--- src/splk_pkg.sv ---
package splk_pkg;

   // ------------------------------------------------------------
   // Geometry and widths
   // ------------------------------------------------------------
   localparam int unsigned NUM_SECTORS = 16;
   localparam int unsigned SEC_W       = 4;
   localparam int unsigned PASS_W      = 64;
   localparam int unsigned CNT_W       = 14;

   // ------------------------------------------------------------
   // Reset and factory values
   // ------------------------------------------------------------
   localparam logic [NUM_SECTORS-1:0] GUARD_ERASED = {NUM_SECTORS{1'b1}};
   localparam logic [NUM_SECTORS-1:0] VGUARD_RST   = {NUM_SECTORS{1'b1}};
   localparam logic [PASS_W-1:0]      PASS_BLANK   = {PASS_W{1'b1}};
   localparam logic [PASS_W-1:0]      PASS_HIDDEN  = {PASS_W{1'b0}};
   localparam logic [SEC_W-1:0]       BOOT_SECTOR  = 4'h0;

   // ------------------------------------------------------------
   // Protection method field encodings
   // ------------------------------------------------------------
   localparam logic [1:0] METHOD_NONE    = 2'h3;
   localparam logic [1:0] METHOD_PERSIST = 2'h2;
   localparam logic [1:0] METHOD_PASSWD  = 2'h1;
   localparam logic [1:0] METHOD_ILLEGAL = 2'h0;

   // ------------------------------------------------------------
   // Timing
   // ------------------------------------------------------------
   localparam int unsigned CLK_PERIOD_PS   = 8000;
   localparam int unsigned UNLOCK_DELAY_US = 100;
   localparam int unsigned UNLOCK_TOL_US   = 20;
   localparam int unsigned UNLOCK_DELAY_CYC = (UNLOCK_DELAY_US * 1000000) / CLK_PERIOD_PS;

   // ------------------------------------------------------------
   // Command and state types
   // ------------------------------------------------------------
   typedef enum logic [7:0] {
      SPLK_OP_NONE     = 8'h00,
      SPLK_OP_VG_WR    = 8'h01,
      SPLK_OP_G_PROG   = 8'h02,
      SPLK_OP_G_ERASE  = 8'h04,
      SPLK_OP_LK_CLR   = 8'h08,
      SPLK_OP_UNLOCK   = 8'h10,
      SPLK_OP_PW_PROG  = 8'h20,
      SPLK_OP_PW_READ  = 8'h40,
      SPLK_OP_METHOD   = 8'h80
   } splk_op_t;

   typedef struct packed {
      splk_op_t          op;
      logic [SEC_W-1:0]  sector;
      logic              value;
      logic [PASS_W-1:0] data;
   } splk_cmd_t;

   typedef enum logic [1:0] {
      SPLK_IDLE  = 2'h1,
      SPLK_DELAY = 2'h2
   } splk_fsm_t;

   typedef struct packed {
      logic [NUM_SECTORS-1:0] vguard;
      logic [NUM_SECTORS-1:0] pguard;
      logic                   lock;
      logic [1:0]             method;
      logic [PASS_W-1:0]      pass;
      logic [PASS_W-1:0]      pass_rd;
      logic                   busy;
      logic                   perr;
      logic                   done;
      logic [CNT_W-1:0]       cnt;
      splk_fsm_t              fsm;
   } splk_state_t;

endpackage : splk_pkg

--- src/splk_sector_lock.sv ---
`timescale 1ns/1ps
// Summary of operation
// [RULE_01] One volatile guard per sector, freely rewritten.
// [RULE_02] Volatile guard matters only when persistent is 1.
// [RULE_03] Unprotected only when both guards are 1.
// [RULE_04] Guard lock 0 freezes all persistent guards.
// [RULE_05] Lock clear command drives guard lock to 0.
// [RULE_06] Host clears lock after configuring persistent guards.
// [RULE_07] Persistent method: reset sets lock, no re-set.
// [RULE_08] Software reset leaves guard lock untouched.
// [RULE_09] Password method: reset clears lock, unlock sets.
// [RULE_10] Unlock compares full 64 bits, exact match.
// [RULE_11] Mismatch sets error, keeps busy, lock stays 0.
// [RULE_12] Unlock accepted at most once per 100 us; a software reset ends the hold-off early here.
// [RULE_13] Correct password releases busy without delay.
// [RULE_14] Password programming only clears bits, silently.
// [RULE_15] Blank password storage reads all ones.
// [RULE_16] Password method ignores password program and read.
// [RULE_17] Method bits are one-time programmable, never erased.
// [RULE_18] Read protection forces addresses to boot sector.
// [RULE_19] Volatile guards reset; persistent guards retained.
// [RULE_20] Host selects protection method last in manufacture.
// [RULE_21] Host may freeze secure region at boot.
// [RULE_22] Locked persistent program or erase fails unchanged.
// [RULE_23] Method field: 11 none, 10 persistent, 01 password.
// [RULE_24] Final protection ORs range and guard protection.
// [RULE_25] Access to protected sector rejected with error.
module splk_sector_lock
   import splk_pkg::*;
#(
   parameter int unsigned UNLOCK_CYC = UNLOCK_DELAY_CYC
) (
   input  wire logic                   mclk,
   input  wire logic                   sys_rst,
   input  wire logic                   nv_blank,
   input  wire logic                   sw_rst,
   input  wire splk_cmd_t              cmd,
   input  wire logic                   err_clr,
   input  wire logic [NUM_SECTORS-1:0] range_protect,
   input  wire logic                   array_req,
   input  wire logic [SEC_W-1:0]       array_sector,
   input  wire logic                   read_protect,
   input  wire logic [SEC_W-1:0]       ecc_sector,
   output logic [NUM_SECTORS-1:0]      sector_protected,
   output logic                        array_ok,
   output logic [NUM_SECTORS-1:0]      volatile_sector_guard,
   output logic [NUM_SECTORS-1:0]      persistent_sector_guard,
   output logic                        guard_lock,
   output logic [1:0]                  protection_method_reg,
   output logic [PASS_W-1:0]           pass_rd_data,
   output logic                        busy_flag,
   output logic                        prog_err,
   output logic                        cmd_done,
   output logic [SEC_W-1:0]            ecc_sector_eff,
   output logic                        ecc_allowed
);

   // ------------------------------------------------------------
   // Helper functions
   // ------------------------------------------------------------
   function automatic logic is_passwd(input logic [1:0] m);
      is_passwd = (m == METHOD_PASSWD);
   endfunction : is_passwd

   function automatic logic [NUM_SECTORS-1:0] guard_prot(
      input logic [NUM_SECTORS-1:0] pg,
      input logic [NUM_SECTORS-1:0] vg
   );
      guard_prot = ~(pg & vg);
   endfunction : guard_prot

   // Only a blank field may take a selection, and only a single-zero code.
   // Asking for both zeros is refused as illegal.
   function automatic logic method_pick_ok(
      input logic [1:0] cur,
      input logic [1:0] req
   );
      method_pick_ok = (cur == METHOD_NONE) &&
                       ((req == METHOD_PERSIST) || (req == METHOD_PASSWD));
   endfunction : method_pick_ok

   // The lock comes up open in every method but the password one.
   // The method is the one that survives this reset.
   function automatic logic lock_after_reset(input logic [1:0] m);
      lock_after_reset = !is_passwd(m);
   endfunction : lock_after_reset

   // Read protection leaves only the boot sector readable.
   function automatic logic sector_readable(
      input logic             rp,
      input logic [SEC_W-1:0] sec
   );
      sector_readable = !rp || (sec == BOOT_SECTOR);
   endfunction : sector_readable

   // Programming only pulls bits low; a one over a zero is dropped quietly.
   function automatic logic [PASS_W-1:0] pass_prog(
      input logic [PASS_W-1:0] old_pw,
      input logic [PASS_W-1:0] new_pw
   );
      pass_prog = old_pw & new_pw;
   endfunction : pass_prog

   // Each guard is programmed to zero alone; erase restores all ones.
   function automatic logic [NUM_SECTORS-1:0] guard_clear(
      input logic [NUM_SECTORS-1:0] pg,
      input logic [SEC_W-1:0]       sec
   );
      guard_clear      = pg;
      guard_clear[sec] = 1'b0;
   endfunction : guard_clear

   localparam logic [CNT_W-1:0] UNLOCK_LAST = CNT_W'(UNLOCK_CYC - 1);

   // ------------------------------------------------------------
   // State
   // ------------------------------------------------------------
   splk_state_t            st_r;
   splk_state_t            st_nxt;
   logic [NUM_SECTORS-1:0] prot_all;
   logic                   cmd_live;
   logic [SEC_W-1:0]       cmd_sector;
   logic                   cmd_value;
   logic [PASS_W-1:0]      cmd_data;
   logic [1:0]             method_req;
   logic                   pass_match;
   logic                   hold_last;

   // ------------------------------------------------------------
   // Protection map
   // ------------------------------------------------------------
   // Range and guard protection are merged once and shared by all users.
   // [RULE_02] guard combining
   // [RULE_03] both guards open
   // [RULE_24] range OR guards
   assign prot_all = range_protect | guard_prot(st_r.pguard, st_r.vguard);

   // ------------------------------------------------------------
   // Command acceptance
   // ------------------------------------------------------------
   // New commands are held off while a failed unlock is timing out.
   assign cmd_live = (cmd.op != SPLK_OP_NONE) && !st_r.busy;

   // ------------------------------------------------------------
   // Command fields
   // ------------------------------------------------------------
   // Fields are split out so the command decode reads plainly.
   assign cmd_sector = cmd.sector;
   assign cmd_value  = cmd.value;
   assign cmd_data   = cmd.data;
   assign method_req = cmd.data[1:0];
   // [RULE_10] full width compare
   // The whole word is compared at once, so no partial match leaks out.
   assign pass_match = (cmd_data == st_r.pass);

   // [RULE_12] hold-off end
   assign hold_last = (st_r.cnt == UNLOCK_LAST);

   // ------------------------------------------------------------
   // Next state
   // ------------------------------------------------------------
   always_comb begin
      st_nxt      = st_r;
      st_nxt.done = 1'b0;
      array_ok    = 1'b0;

      // ---------------------------------------------------------
      // Error flag and array check
      // ---------------------------------------------------------
      // A clear and a new error in one cycle leave the error set.
      if (err_clr) begin
         st_nxt.perr = 1'b0;
      end

      // [RULE_25] reject protected access
      if (array_req) begin
         if (prot_all[array_sector]) begin
            st_nxt.perr = 1'b1;
         end else begin
            array_ok = 1'b1;
         end
      end

      // ---------------------------------------------------------
      // Command execution
      // ---------------------------------------------------------
      unique case (st_r.fsm)
         SPLK_IDLE: begin
            if (cmd_live) begin
               st_nxt.done = 1'b1;
               unique case (cmd.op)
                  SPLK_OP_VG_WR: begin
                     // [RULE_01] volatile guard write
                     st_nxt.vguard[cmd_sector] = cmd_value;
                  end
                  SPLK_OP_G_PROG: begin
                     // [RULE_04] lock gates program
                     // [RULE_22] locked program fails
                     if (st_r.lock) begin
                        st_nxt.pguard = guard_clear(st_r.pguard, cmd_sector);
                     end else begin
                        st_nxt.perr = 1'b1;
                     end
                  end
                  SPLK_OP_G_ERASE: begin
                     // [RULE_22] locked erase fails
                     if (st_r.lock) begin
                        st_nxt.pguard = GUARD_ERASED;
                     end else begin
                        st_nxt.perr = 1'b1;
                     end
                  end
                  SPLK_OP_LK_CLR: begin
                     // [RULE_05] clear guard lock
                     st_nxt.lock = 1'b0;
                  end
                  SPLK_OP_UNLOCK: begin
                     if (is_passwd(st_r.method)) begin
                        // [RULE_10] full width compare
                        if (pass_match) begin
                           // [RULE_13] no delay on match
                           st_nxt.lock = 1'b1;
                        end else begin
                           // [RULE_11] mismatch error path
                           // Error and busy rise together for one failed try.
                           st_nxt.perr = 1'b1;
                           st_nxt.busy = 1'b1;
                           st_nxt.done = 1'b0;
                           st_nxt.cnt  = '0;
                           st_nxt.fsm  = SPLK_DELAY;
                        end
                     end
                  end
                  SPLK_OP_PW_PROG: begin
                     // [RULE_16] ignored in password method
                     if (!is_passwd(st_r.method)) begin
                        // [RULE_14] only clears bits
                        st_nxt.pass = pass_prog(st_r.pass, cmd_data);
                     end
                  end
                  SPLK_OP_PW_READ: begin
                     // [RULE_16] read blocked once selected
                     // Zeros stand in for undefined data, so nothing leaks.
                     if (is_passwd(st_r.method)) begin
                        st_nxt.pass_rd = '0;
                     end else begin
                        st_nxt.pass_rd = st_r.pass;
                     end
                  end
                  SPLK_OP_METHOD: begin
                     // [RULE_17] one-time selection
                     // [RULE_23] legal encodings only
                     if (method_pick_ok(st_r.method, method_req)) begin
                        st_nxt.method = method_req;
                     end else if (method_req != METHOD_NONE) begin
                        st_nxt.perr = 1'b1;
                     end
                  end
                  default: begin
                     st_nxt.done = 1'b0;
                  end
               endcase
            end
         end
         SPLK_DELAY: begin
            // [RULE_12] anti-guessing hold-off
            // Busy stays up so the host polls instead of retrying.
            if (hold_last) begin
               st_nxt.busy = 1'b0;
               st_nxt.done = 1'b1;
               st_nxt.fsm  = SPLK_IDLE;
            end else begin
               st_nxt.cnt = st_r.cnt + CNT_W'(1);
            end
         end
      endcase

      // ---------------------------------------------------------
      // Software reset
      // ---------------------------------------------------------
      // It comes last, so a command taken in the same cycle keeps only its persistent guard, method, password program and password read results.
      // [RULE_08] software reset keeps lock
      // [RULE_19] volatile guards reset to all ones
      if (sw_rst) begin
         st_nxt.vguard  = VGUARD_RST;
         st_nxt.busy    = 1'b0;
         st_nxt.perr    = 1'b0;
         st_nxt.done    = 1'b0;
         st_nxt.cnt     = '0;
         st_nxt.fsm     = SPLK_IDLE;
         st_nxt.lock    = st_r.lock;
      end
   end

   // ------------------------------------------------------------
   // Registers
   // ------------------------------------------------------------
   // The non-volatile fields only return to factory values when the
   // storage is reported blank; otherwise they ride through reset.
   always_ff @(posedge mclk) begin
      if (sys_rst) begin
         // [RULE_19] volatile guards reset
         st_r.vguard  <= VGUARD_RST;
         // [RULE_07] persistent method sets lock
         // [RULE_09] password method clears lock
         st_r.lock    <= lock_after_reset(nv_blank ? METHOD_NONE : st_r.method);
         st_r.pass_rd <= '0;
         st_r.busy    <= 1'b0;
         st_r.perr    <= 1'b0;
         st_r.done    <= 1'b0;
         st_r.cnt     <= '0;
         st_r.fsm     <= SPLK_IDLE;
         if (nv_blank) begin
            st_r.pguard <= GUARD_ERASED;
            st_r.method <= METHOD_NONE;
            // [RULE_15] blank password all ones
            st_r.pass   <= PASS_BLANK;
         end
      end else begin
         st_r <= st_nxt;
      end
   end

   // ------------------------------------------------------------
   // Outputs
   // ------------------------------------------------------------
   assign sector_protected        = prot_all;
   assign volatile_sector_guard   = st_r.vguard;
   assign persistent_sector_guard = st_r.pguard;
   assign guard_lock              = st_r.lock;
   assign protection_method_reg   = st_r.method;
   assign pass_rd_data            = st_r.pass_rd;
   assign busy_flag               = st_r.busy;
   assign prog_err                = st_r.perr;
   assign cmd_done                = st_r.done;

   // ------------------------------------------------------------
   // Read protection
   // ------------------------------------------------------------
   // [RULE_18] boot sector forcing
   assign ecc_sector_eff = read_protect ? BOOT_SECTOR : ecc_sector;
   assign ecc_allowed    = sector_readable(read_protect, ecc_sector);

endmodule : splk_sector_lock

--- config.mk ---
export PLATFORM = sky130hd
export DESIGN_NAME = splk_sector_lock
export DESIGN_NICKNAME = d
export VERILOG_FILES = /design/src/splk_pkg.sv /design/src/splk_sector_lock.sv
export SDC_FILE = /design/constraint.sdc
export NUM_CORES = 1
export LEC_CHECK = 0
export ABC_AREA = 0
export BUFFER_PORTS_ARGS = -buffer_cell sky130_fd_sc_hd__buf_4
export CORE_ASPECT_RATIO = 1.4
export CORE_MARGIN = 1.5
export CORE_UTILIZATION = 45
export DETAILED_ROUTE_END_ITERATION = 6
export GPL_TIMING_DRIVEN = 0
export PLACE_DENSITY_LB_ADDON = 0.2
export SYNTH_ARGS = -nofsm -noshare
export SYNTH_HDL_FRONTEND = slang
export SYNTH_SLANG_ARGS = --single-unit
export TNS_END_PERCENT = 10
--- constraint.sdc ---
create_clock -name mclk -period 7.3 [get_ports mclk]
set_input_delay 1.46 -clock mclk [delete_from_list [all_inputs] [get_ports mclk]]
set_output_delay 1.46 -clock mclk [all_outputs]
set_load 0.02 [all_outputs]
==> results of run 1 <==
cells by family (layout without fill, tap and decap cells):
family,Yosys count,count (layout),synth area share
AOI/OAI and AO/OA,224,224,0.1445
buffers and inverters,158,425,0.1045
xor gates and xnor gates,4,4,0.003701
muxes,4,4,0.004230
adders and majority gates,66,66,0.08723
DFF,181,181,0.4705
and+or+nand+nor,331,331,0.1853
per-layer routing:
| metal | vias to the layer above | wire length (µm) | track usage |
|---|---|---|---|
| met5 | - | 17 | 0 |
| li1 | 3918 | - | - |
| met3 | 36 | 1203 | 0.04593 |
| met4 | 2 | 622 | 0.08239 |
| met2 | 214 | 12830 | 0.4067 |
| met1 | 3742 | 10190 | 0.2681 |
power breakdown:
| part | switching, mW | internal, mW | leakage, nW |
|---|---|---|---|
| Sequential | 0.0138 | 1.09 | 1.54 |
| Combinational | 0.121 | 0.110 | 3.35 |
| Clock | 0.441 | 0.497 | 0.290 |
how the worst max path moves through the flow:
stage | from | end | slack (ns) | cells past startpoint
2_1_floorplan | cmd[69] | st_r[100]$_SDFFCE_PP1P_ | 1.95 | 5
3_3_place_gp | cmd[69] | st_r[103]$_SDFFCE_PP1P_ | 0.18 | 6
3_5_place_dp | cmd[74] | persistent_sector_guard[5]$_SDFFCE_PP1P_ | 3.10 | 5
4_1_cts | array_sector[1] | array_ok | 3.14 | 7
5_1_grt | array_sector[0] | array_ok | 3.11 | 7
6_report | array_sector[1] | array_ok | 3.16 | 7
worst max-delay path, delay by kind of cell:
kind | cells | cell delay, ns
AO/OA/AOI/OAI | 2 | 0.40
buffers and inverters | 2 | 0.27
AND/OR/NAND/NOR | 3 | 0.55
area by class of cell:
| cell class | count | area share |
|---|---|---|
| flip-flops and latches | 181 | 0.3645 |
| clock buffers | 18 | 0.03594 |
| well taps | 256 | 0.02621 |
| clock inverters | 14 | 0.01249 |
| inverters | 2 | 0.0006144 |
| multi-input cells | 629 | 0.3309 |
| plain buffers | 156 | 0.08038 |
| repair buffers | 235 | 0.1489 |
synth_stat cells, types with 11 or more instances:
| master | number |
|---|---|
| buf_4 | 98 |
| nor4_1 | 20 |
| nor2b_1 | 11 |
| a21o_1 | 68 |
| a21oi_1 | 98 |
| nor2_1 | 17 |
| o21ai_0 | 32 |
| nand3b_1 | 16 |
| nand3_1 | 100 |
| clkbuf_1 | 43 |
| nand2_1 | 102 |
| edfxtp_1 | 83 |
| ha_1 | 66 |
| dfxtp_1 | 98 |
| nand2b_1 | 12 |
==> impl_metrics.yaml, run 1 <==
outcome:
  status: "finished, final reports clean"
synthesis:
  yosysWarnings: 0
  synth.distinct_cells: 55
  yosysTopAreaCellShare: 0.2633
  syn_nets: 1142
  syn_area_mm2: 0.009467
  synth-edff-count: 83
  synth-seq-area-share: 0.4705
  synthArstFlopShare: 0
  ys.flop_type: "dfxtp_1"
  syn_inst: 968
  syn_avg_cell_area_um2: 9.780
  synth-seq-cells: 181
  yosys.area.top_type: "edfxtp_1"
  synth_area_leaders: "edfxtp_1, dfxtp_1, ha_1"
floorplanning:
  dieWidth_um: 125.6
  core-area_mm2: 0.02056
  die_area_mm2: 0.02193
  rows: 62
  pin_count: 232
  die_y_um: 174.6
  initial_core_util: 0.4605
sta:
  relSlewSlack: 0.3387
  hold_slack_ns: 0.4531
  tightestPinTransition_ns: 0.9812
  clock.fmax_mhz: 241.4
  period_share: 0.5674
  fin_tns_setup_ns: 0
  maxSlewViolCount: 0
  hold_viol_final: 0
  period_minus_slack_ns: 4.142
  rsz0062_at_grt: "no"
  worst_slack_ns: 3.158
  finalSetupViolations: 0
  fin_skew_ns: 0.01153
worst_setup_path:
  start_kind: "input pin"
  cp_data_arrival_time_ns: 2.68
  cp_slowest_stage_delay_ns: 0.27
  crit_chain: "buf_4 -> nand2b_1 -> o22ai_1 -> o21ai_0 -> and4_1 -> nor2b_1 -> buf_4"
  critPathKind: "input pin to output pin"
  cp_max_fo: 4
  r2r_cells: 9
  cp_common_cell: "buf_4"
  required_ns: 5.84
  r2r_end: "st_r[11]$_SDFFE_PP0P_"
  r2r_start: "st_r[111]$_SDFFCE_PP1P_"
  r2r_setup_slack_ns: 4.45
  slowest_stage: "o22ai_1"
  critPathCaptureType: "output pin"
layout:
  largest_reg_flops: 79
  layout_commonest_cell: "buf_4"
  drive_gt1_frac: 0.3206
  filler_cell_count: 1864
  final-seq-area_mm2: 0.004454
  top_register: "st_r"
  syn_to_final_growth_pct: 29.08
  diodes: 0
  fin_nets: 1396
  utilization: 0.5944
  multiInputGateArea_mm2: 0.004044
  final_cells: 1491
  design_area_mm2: 0.01222
  final_cell_mix: "buf_4, nand2_1, nand3_1, a21oi_1, dfxtp_1"
global_routing:
  grt_pass1_vias: 7746
  grt_start_max_net_pins: 20
  grt.overflow.total: 0
  grt_usage: 0.2273
  antenna_found_initial: 1
  grt_pass1_wl_um: 39560
place:
  dp_hpwl_um: 19150
  gp_congestion: 0.8114
  placed_cell_area_mm2: 0.01163
  pre_cts_ws_ns: 3.105
  portBuffers: 230
  dp.cells: 1459
power:
  leakagePower_nw: 5.183
  p_per_area_mw_per_mm2: 185.6
  ir_worst_vdd_mv: 0.1347
  power_mw: 2.268
clock_tree:
  post_cts_buffers: 0
  tritoncts: "done"
  clk_latency_ns: 0.43
  postCtsHoldBufs: 0
  cts_resized: 0
  ctsLongestPathBuffers: 2
  clk_pin_slew_ns: 0.07
  cts_max_level: 4
  clock-sinks: 181
  cts_made_buffers: 17
  cts-root-buf: "clkbuf_16"
detailed_routing:
  drcViolationCount: 0
  via_per_inst: 5.307
  routedWlPerCell_um: 16.68
  dr.pass1.iters: 4
  ant_nets: 0
  num_vias: 7912
  dr.first_iter.drc_count: 332
  routed_wl_um: 24870
run:
  max-cap-violations: 0
worst_hold_path:
  holdPathEnd: "pass_rd_data[48]$_SDFFE_PP0P_"
  hp-class: "flip-flop to flip-flop"
  holdCritStartpoint: "pass_rd_data[48]$_SDFFE_PP0P_"
  hold_depth: 2
No activity file was read; power rests on OpenSTA's default activity.
==> run 2: changes to the inputs <==
--- a/config.mk
+++ b/config.mk
@@ -5,7 +5,7 @@
 export SDC_FILE = /design/constraint.sdc
 export NUM_CORES = 1
 export LEC_CHECK = 0
-export ABC_AREA = 0
+export ABC_AREA = 1
 export BUFFER_PORTS_ARGS = -buffer_cell sky130_fd_sc_hd__buf_4
 export CORE_ASPECT_RATIO = 1.4
 export CORE_MARGIN = 1.5
==> constraint.sdc (replaced) <==
create_clock -name mclk -period 3.33 [get_ports mclk]
set_input_delay 0.666 -clock mclk [delete_from_list [all_inputs] [get_ports mclk]]
set_output_delay 0.666 -clock mclk [all_outputs]
set_load 0.02 [all_outputs]
==> impl_metrics.yaml, run 2 <==
sta:
  rsz0062_at_grt: "no"
  finalSetupViolations: 0
  period_share: 0.7724
  period_minus_slack_ns: 2.572
  clock.fmax_mhz: 388.8
  maxSlewViolCount: 0
  hold_viol_final: 0
  tightestPinTransition_ns: 0.7998
  relSlewSlack: 0.4668
  fin_skew_ns: 0.01073
floorplanning:
  dieWidth_um: 129.8
  initial_core_util: 0.4617
  pin_count: 232
  core-area_mm2: 0.02194
  die_area_mm2: 0.02344
  rows: 64
  die_y_um: 180.5
global_routing:
  grt_start_max_net_pins: 26
  grt.overflow.total: 0
  grt_pass1_vias: 8667
  grt_usage: 0.2301
  grt_pass1_wl_um: 42210
  antenna_found_initial: 0
worst_setup_path:
  slowest_stage: "inv_1"
  cp_max_fo: 9
  crit_chain: "buf_2 -> inv_1 -> nand4_1 -> nand3_1 -> nand3_1 -> nand3_1 -> nand2_1 -> nor2_1 -> buf_4"
  cp_common_cell: "nand3_1"
  cp_data_arrival_time_ns: 1.91
  start_kind: "input pin"
  required_ns: 2.66
  critPathCaptureType: "output pin"
  critPathKind: "input pin to output pin"
  cp_slowest_stage_delay_ns: 0.25
  r2r_setup_slack_ns: 0.93
detailed_routing:
  via_per_inst: 4.953
  routedWlPerCell_um: 14.85
  num_vias: 8767
  routed_wl_um: 26290
  dr.pass1.iters: 5
  ant_nets: 0
  dr.first_iter.drc_count: 362
  drcViolationCount: 0
worst_hold_path:
  hp-class: "flip-flop to flip-flop"
clock_tree:
  clock-sinks: 181
  tritoncts: "done"
  ctsLongestPathBuffers: 2
  cts_resized: 0
  cts_max_level: 4
  postCtsHoldBufs: 0
  clk_latency_ns: 0.43
  post_cts_buffers: 0
  clk_pin_slew_ns: 0.06
  cts-root-buf: "clkbuf_16"
  cts_made_buffers: 17
layout:
  largest_reg_flops: 79
  layout_commonest_cell: "buf_4"
  utilization: 0.5851
  final-seq-area_mm2: 0.004454
  diodes: 0
  syn_to_final_growth_pct: 26.71
  final_cells: 1770
  design_area_mm2: 0.01284
  fin_nets: 1634
  drive_gt1_frac: 0.3007
  top_register: "st_r"
  filler_cell_count: 2091
  final_cell_mix: "buf_4, nand2_1, dfxtp_1, nor2_1, edfxtp_1"
  multiInputGateArea_mm2: 0.004350
synthesis:
  syn_area_mm2: 0.01013
  synth-edff-count: 83
  syn_inst: 1211
  synth.distinct_cells: 36
  synth-seq-area-share: 0.4397
  yosysMostFrequentCell: "nand2_1"
  syn_nets: 1385
  ys_top_cells_by_count: "nand2_1, buf_4, dfxtp_1"
  synth-seq-cells: 181
  ys.flop_type: "dfxtp_1"
  yosysWarnings: 0
  yosysTopAreaCellShare: 0.2460
  syn_avg_cell_area_um2: 8.366
  synth_area_leaders: "edfxtp_1, dfxtp_1, nand2_1"
  synthArstFlopShare: 0
  yosys.area.top_type: "edfxtp_1"
place:
  gp_congestion: 0.8377
  dp.cells: 1738
  portBuffers: 228
  dp_hpwl_um: 20760
  placed_cell_area_mm2: 0.01227
outcome:
  status: "finished, final reports clean"
power:
  leakagePower_nw: 5.632
  ir_worst_vdd_mv: 0.3363
  power_mw: 4.928
  p_per_area_mw_per_mm2: 383.9
run:
  max-cap-violations: 0
-- run 2: cell count changes after synthesis, sizes merged, moves of 14 or more --
cell    change
a31oi      +14
nand3      -14
nand4      +71
nand2     +225
a21o       -68
nor2       +85
clkbuf     -21
nor4       -19
buf        +27
inv        +64
a21oi      -16
-- run 2: worst max-delay path, delay by kind of cell --
family / cells / cell delay, ns
buf+inv: 3 / 0.56
simple gates: 6 / 0.67
-- run 2: area by class of cell --
| cell class | instances | share of cell area |
|---|---|---|
| timing repair buffer | 230 | 0.1370 |
| inverter | 66 | 0.01949 |
| multi-input combinational | 802 | 0.3389 |
| sequential | 181 | 0.3470 |
| buffer | 162 | 0.08470 |
| clock buffer | 22 | 0.03791 |
| tap | 297 | 0.02895 |
| clock inverter | 10 | 0.006043 |
-- run 2: power breakdown --
group | internal (mW) | switching (mW)
sequential | 2.40 | 0.0395
combinational | 0.238 | 0.308
clock | 1.11 | 0.835
-- run 2: stage by stage --
stage	worst slack [ns]	TNS, ns	hold WS, ns
floorplan	0.4947	0	0.4440
global placement	-0.1811	-11.41	0.4515
detailed placement	0.1654	0	0.4540
CTS	0.5424	0	0.4642
global route	0.6642	0	0.4794
finish	0.7579	0	0.4619
-- run 2: kinds of logic after synthesis --
family,after synthesis,share of synthesized area
adder cells (fa/ha/maj),66,0.08151
buffers and inverters,228,0.1320
AO/OA/AOI/OAI,126,0.06941
XOR/XNOR,3,0.002594
AND/OR/NAND/NOR,607,0.2748
flip-flops,181,0.4397
-- run 2: final timing paths --
| check | from | end | cells after the start |
|---|---|---|---|
| worst max register to register | st_r[0]$_SDFFE_PP1P_ | st_r[115]$_SDFFCE_PP1P_ | 8 |
| worst min register to register | pass_rd_data[35]$_SDFFE_PP0P_ | pass_rd_data[35]$_SDFFE_PP0P_ | 2 |
| worst max-delay path | array_sector[0] | array_ok | 9 |
| worst min-delay path | pass_rd_data[35]$_SDFFE_PP0P_ | pass_rd_data[35]$_SDFFE_PP0P_ | 2 |
-- run 2: metal layers --
layer  wire, µm  vias to the layer above  track usage
met3       1343                       29      0.04454
met5          0                        -            0
li1           -                     4484            -
met1      10310                     4027       0.2530
met4        406                        0      0.06622
met2      14230                      227       0.4372
==> run 3: changes to the inputs <==
==> constraint.sdc (replaced) <==
create_clock -name mclk -period 2.29 [get_ports mclk]
set_input_delay 0.458 -clock mclk [delete_from_list [all_inputs] [get_ports mclk]]
set_output_delay 0.458 -clock mclk [all_outputs]
set_load 0.02 [all_outputs]
==> impl_metrics.yaml, run 3 (synthesis gave the netlist of run 2 again) <==
power:
  p_per_area_mw_per_mm2: 569.2
  p_comb_frac: 0.108
  switching_share: 0.2378
  net-switching-power_mw: 1.745
  p_int_mw: 5.592
  power_mw: 7.337
  leakagePower_nw: 5.636
  seq_power_share: 0.483
  ir_worst_vdd_mv: 0.5280
  p_clk_frac: 0.409
layout:
  diodes: 0
  final_cells: 1770
  final_cell_mix: "buf_4, nand2_1, dfxtp_1, nor2_1, edfxtp_1"
  top_register: "st_r"
  syn_to_final_growth_pct: 27.24
  layout_commonest_cell: "buf_4"
  drive_gt1_frac: 0.3014
  largest_reg_flops: 79
  fin_nets: 1634
detailed_routing:
  ant_nets: 0
  num_vias: 8753
  routedWlPerCell_um: 14.89
  via_per_inst: 4.945
  routed_wl_um: 26350
  drcViolationCount: 0
  dr.first_iter.drc_count: 459
  dr.pass1.iters: 5
global_routing:
  grt_pass1_vias: 8621
  grt_pass1_wl_um: 42010
  grt_start_max_net_pins: 34
  use_met2: 0.4233
  grtUsageMet1: 0.2530
  grt.overflow.total: 0
  grt-busiest-layer: "met2"
  grtUsageMet3: 0.04721
  grt_usage: 0.2298
  antenna_found_initial: 0
run:
  max-cap-violations: 0
clock_tree:
  cts_made_buffers: 17
  clock-sinks: 181
  postCtsHoldBufs: 0
  post_cts_buffers: 0
  clk_pin_slew_ns: 0.07
  tritoncts: "done"
  cts_max_level: 4
  cts-root-buf: "clkbuf_16"
  ctsLongestPathBuffers: 2
  clk_latency_ns: 0.44
floorplanning:
  die_area_mm2: 0.02344
  core-area_mm2: 0.02194
  initial_core_util: 0.4617
  rows: 64
  pin_count: 232
  dieWidth_um: 129.8
  die_y_um: 180.5
place:
  dp.cells: 1738
  portBuffers: 228
  gp_congestion: 0.8320
  pre_cts_ws_ns: -0.5644
  dp_hpwl_um: 20650
sta:
  fin_tns_setup_ns: 0
  worst_slack_ns: 0.07702
  clock.fmax_mhz: 451.9
  finalSetupViolations: 0
  fin_skew_ns: 0.009319
  rsz0062_at_grt: "yes"
  period_minus_slack_ns: 2.213
  maxSlewViolCount: 0
  tightestPinTransition_ns: 0.7071
  hold_slack_ns: 0.3268
  period_share: 0.9664
  hold_viol_final: 0
  relSlewSlack: 0.5286
worst_setup_path:
  cp_common_cell: "nand2_1"
  cp_max_fo: 3
  crit_chain: "nand3b_1 -> nand2_1 -> nand2_1 -> nand2_1 -> nand3_1 -> nand3_1 -> nand2_2 -> nor2_1 -> buf_4"
  cp_data_arrival_time_ns: 1.75
  slowest_stage: "edfxtp_1"
  start_kind: "flip-flop"
  critPathCaptureType: "output pin"
  cp_slowest_stage_delay_ns: 0.49
  critPathKind: "flip-flop to output pin"
  required_ns: 1.83
worst_hold_path:
  hp-class: "input pin to flip-flop"
outcome:
  status: "finished, final reports clean"
-- run 3: cell count changes in the layout (fill, tap and decap cells not counted), sizes merged --
| cell | delta |
|---|---|
| clkinv | -6 |
| clkinvlp | +2 |
| clkbuf | +2 |
| bufinv | +1 |
| inv | +1 |
-- run 3: timing repair --
action                                  CTS  global route
hold endpoints to repair                  0             0
gates resized for setup                   2             3
endpoints found under the setup margin   17            27
pin swaps                                 1             0
cloned                                    0             0
-- run 3: final cells by class --
cell class	count	area (µm²)
inverters	66	252.7
plain buffers	162	1087
well taps	297	371.6
repair buffers	230	1752
clock inverters	8	93.84
clock buffers	24	504.2
fillers	2064	9050
flip-flops and latches	181	4454
multi-input cells	802	4375
-- run 3: worst max-delay path, delay by kind of cell, from the launching register on --
| family | cells | cell delay, ns |
|---|---|---|
| DFF | 1 | 0.49 |
| and+or+nand+nor | 8 | 0.69 |
| buffers and inverters | 1 | 0.15 |
-- run 3: final timing paths --
kind / start / slack [ns] / depth (start not counted) / end
worst min register to register: pass_rd_data[26]$_SDFFE_PP0P_ / 0.46 / 2 / pass_rd_data[26]$_SDFFE_PP0P_
worst min-delay path: cmd[1] / 0.33 / 3 / protection_method_reg[1]$_SDFFCE_PP1P_
worst max register to register: st_r[114]$_SDFFCE_PP1P_ / 0.10 / 13 / st_r[11]$_SDFFE_PP0P_
worst max-delay path: persistent_sector_guard[13]$_SDFFCE_PP1P_ / 0.08 / 9 / array_ok
-- run 3: through the flow --
stage	util	area [µm²]
5_1_grt	0.5875	12890
2_1_floorplan	-	10150
3_3_place_gp	0.5575	12230
6_report	0.5875	12890
4_1_cts	0.5869	12880
3_5_place_dp	0.5593	12270
-- run 3: power groups by stage --
stage                     registers (mW)  clock network (mW)  logic (mW)
after floorplan                     3.59                   0       0.436
after global placement              3.61                   0       0.770
after detailed placement            3.61                   0       0.797
after CTS                           3.54                3.04       0.802
after global routing                3.55                3.15       0.893
final                               3.54                3.00       0.794
-- run 3: per-layer routing --
layer,vias up,part of all wire
met2,270,0.53
met5,-,0
met3,47,0.055
met4,0,0.027
li1,4484,-
met1,3952,0.39
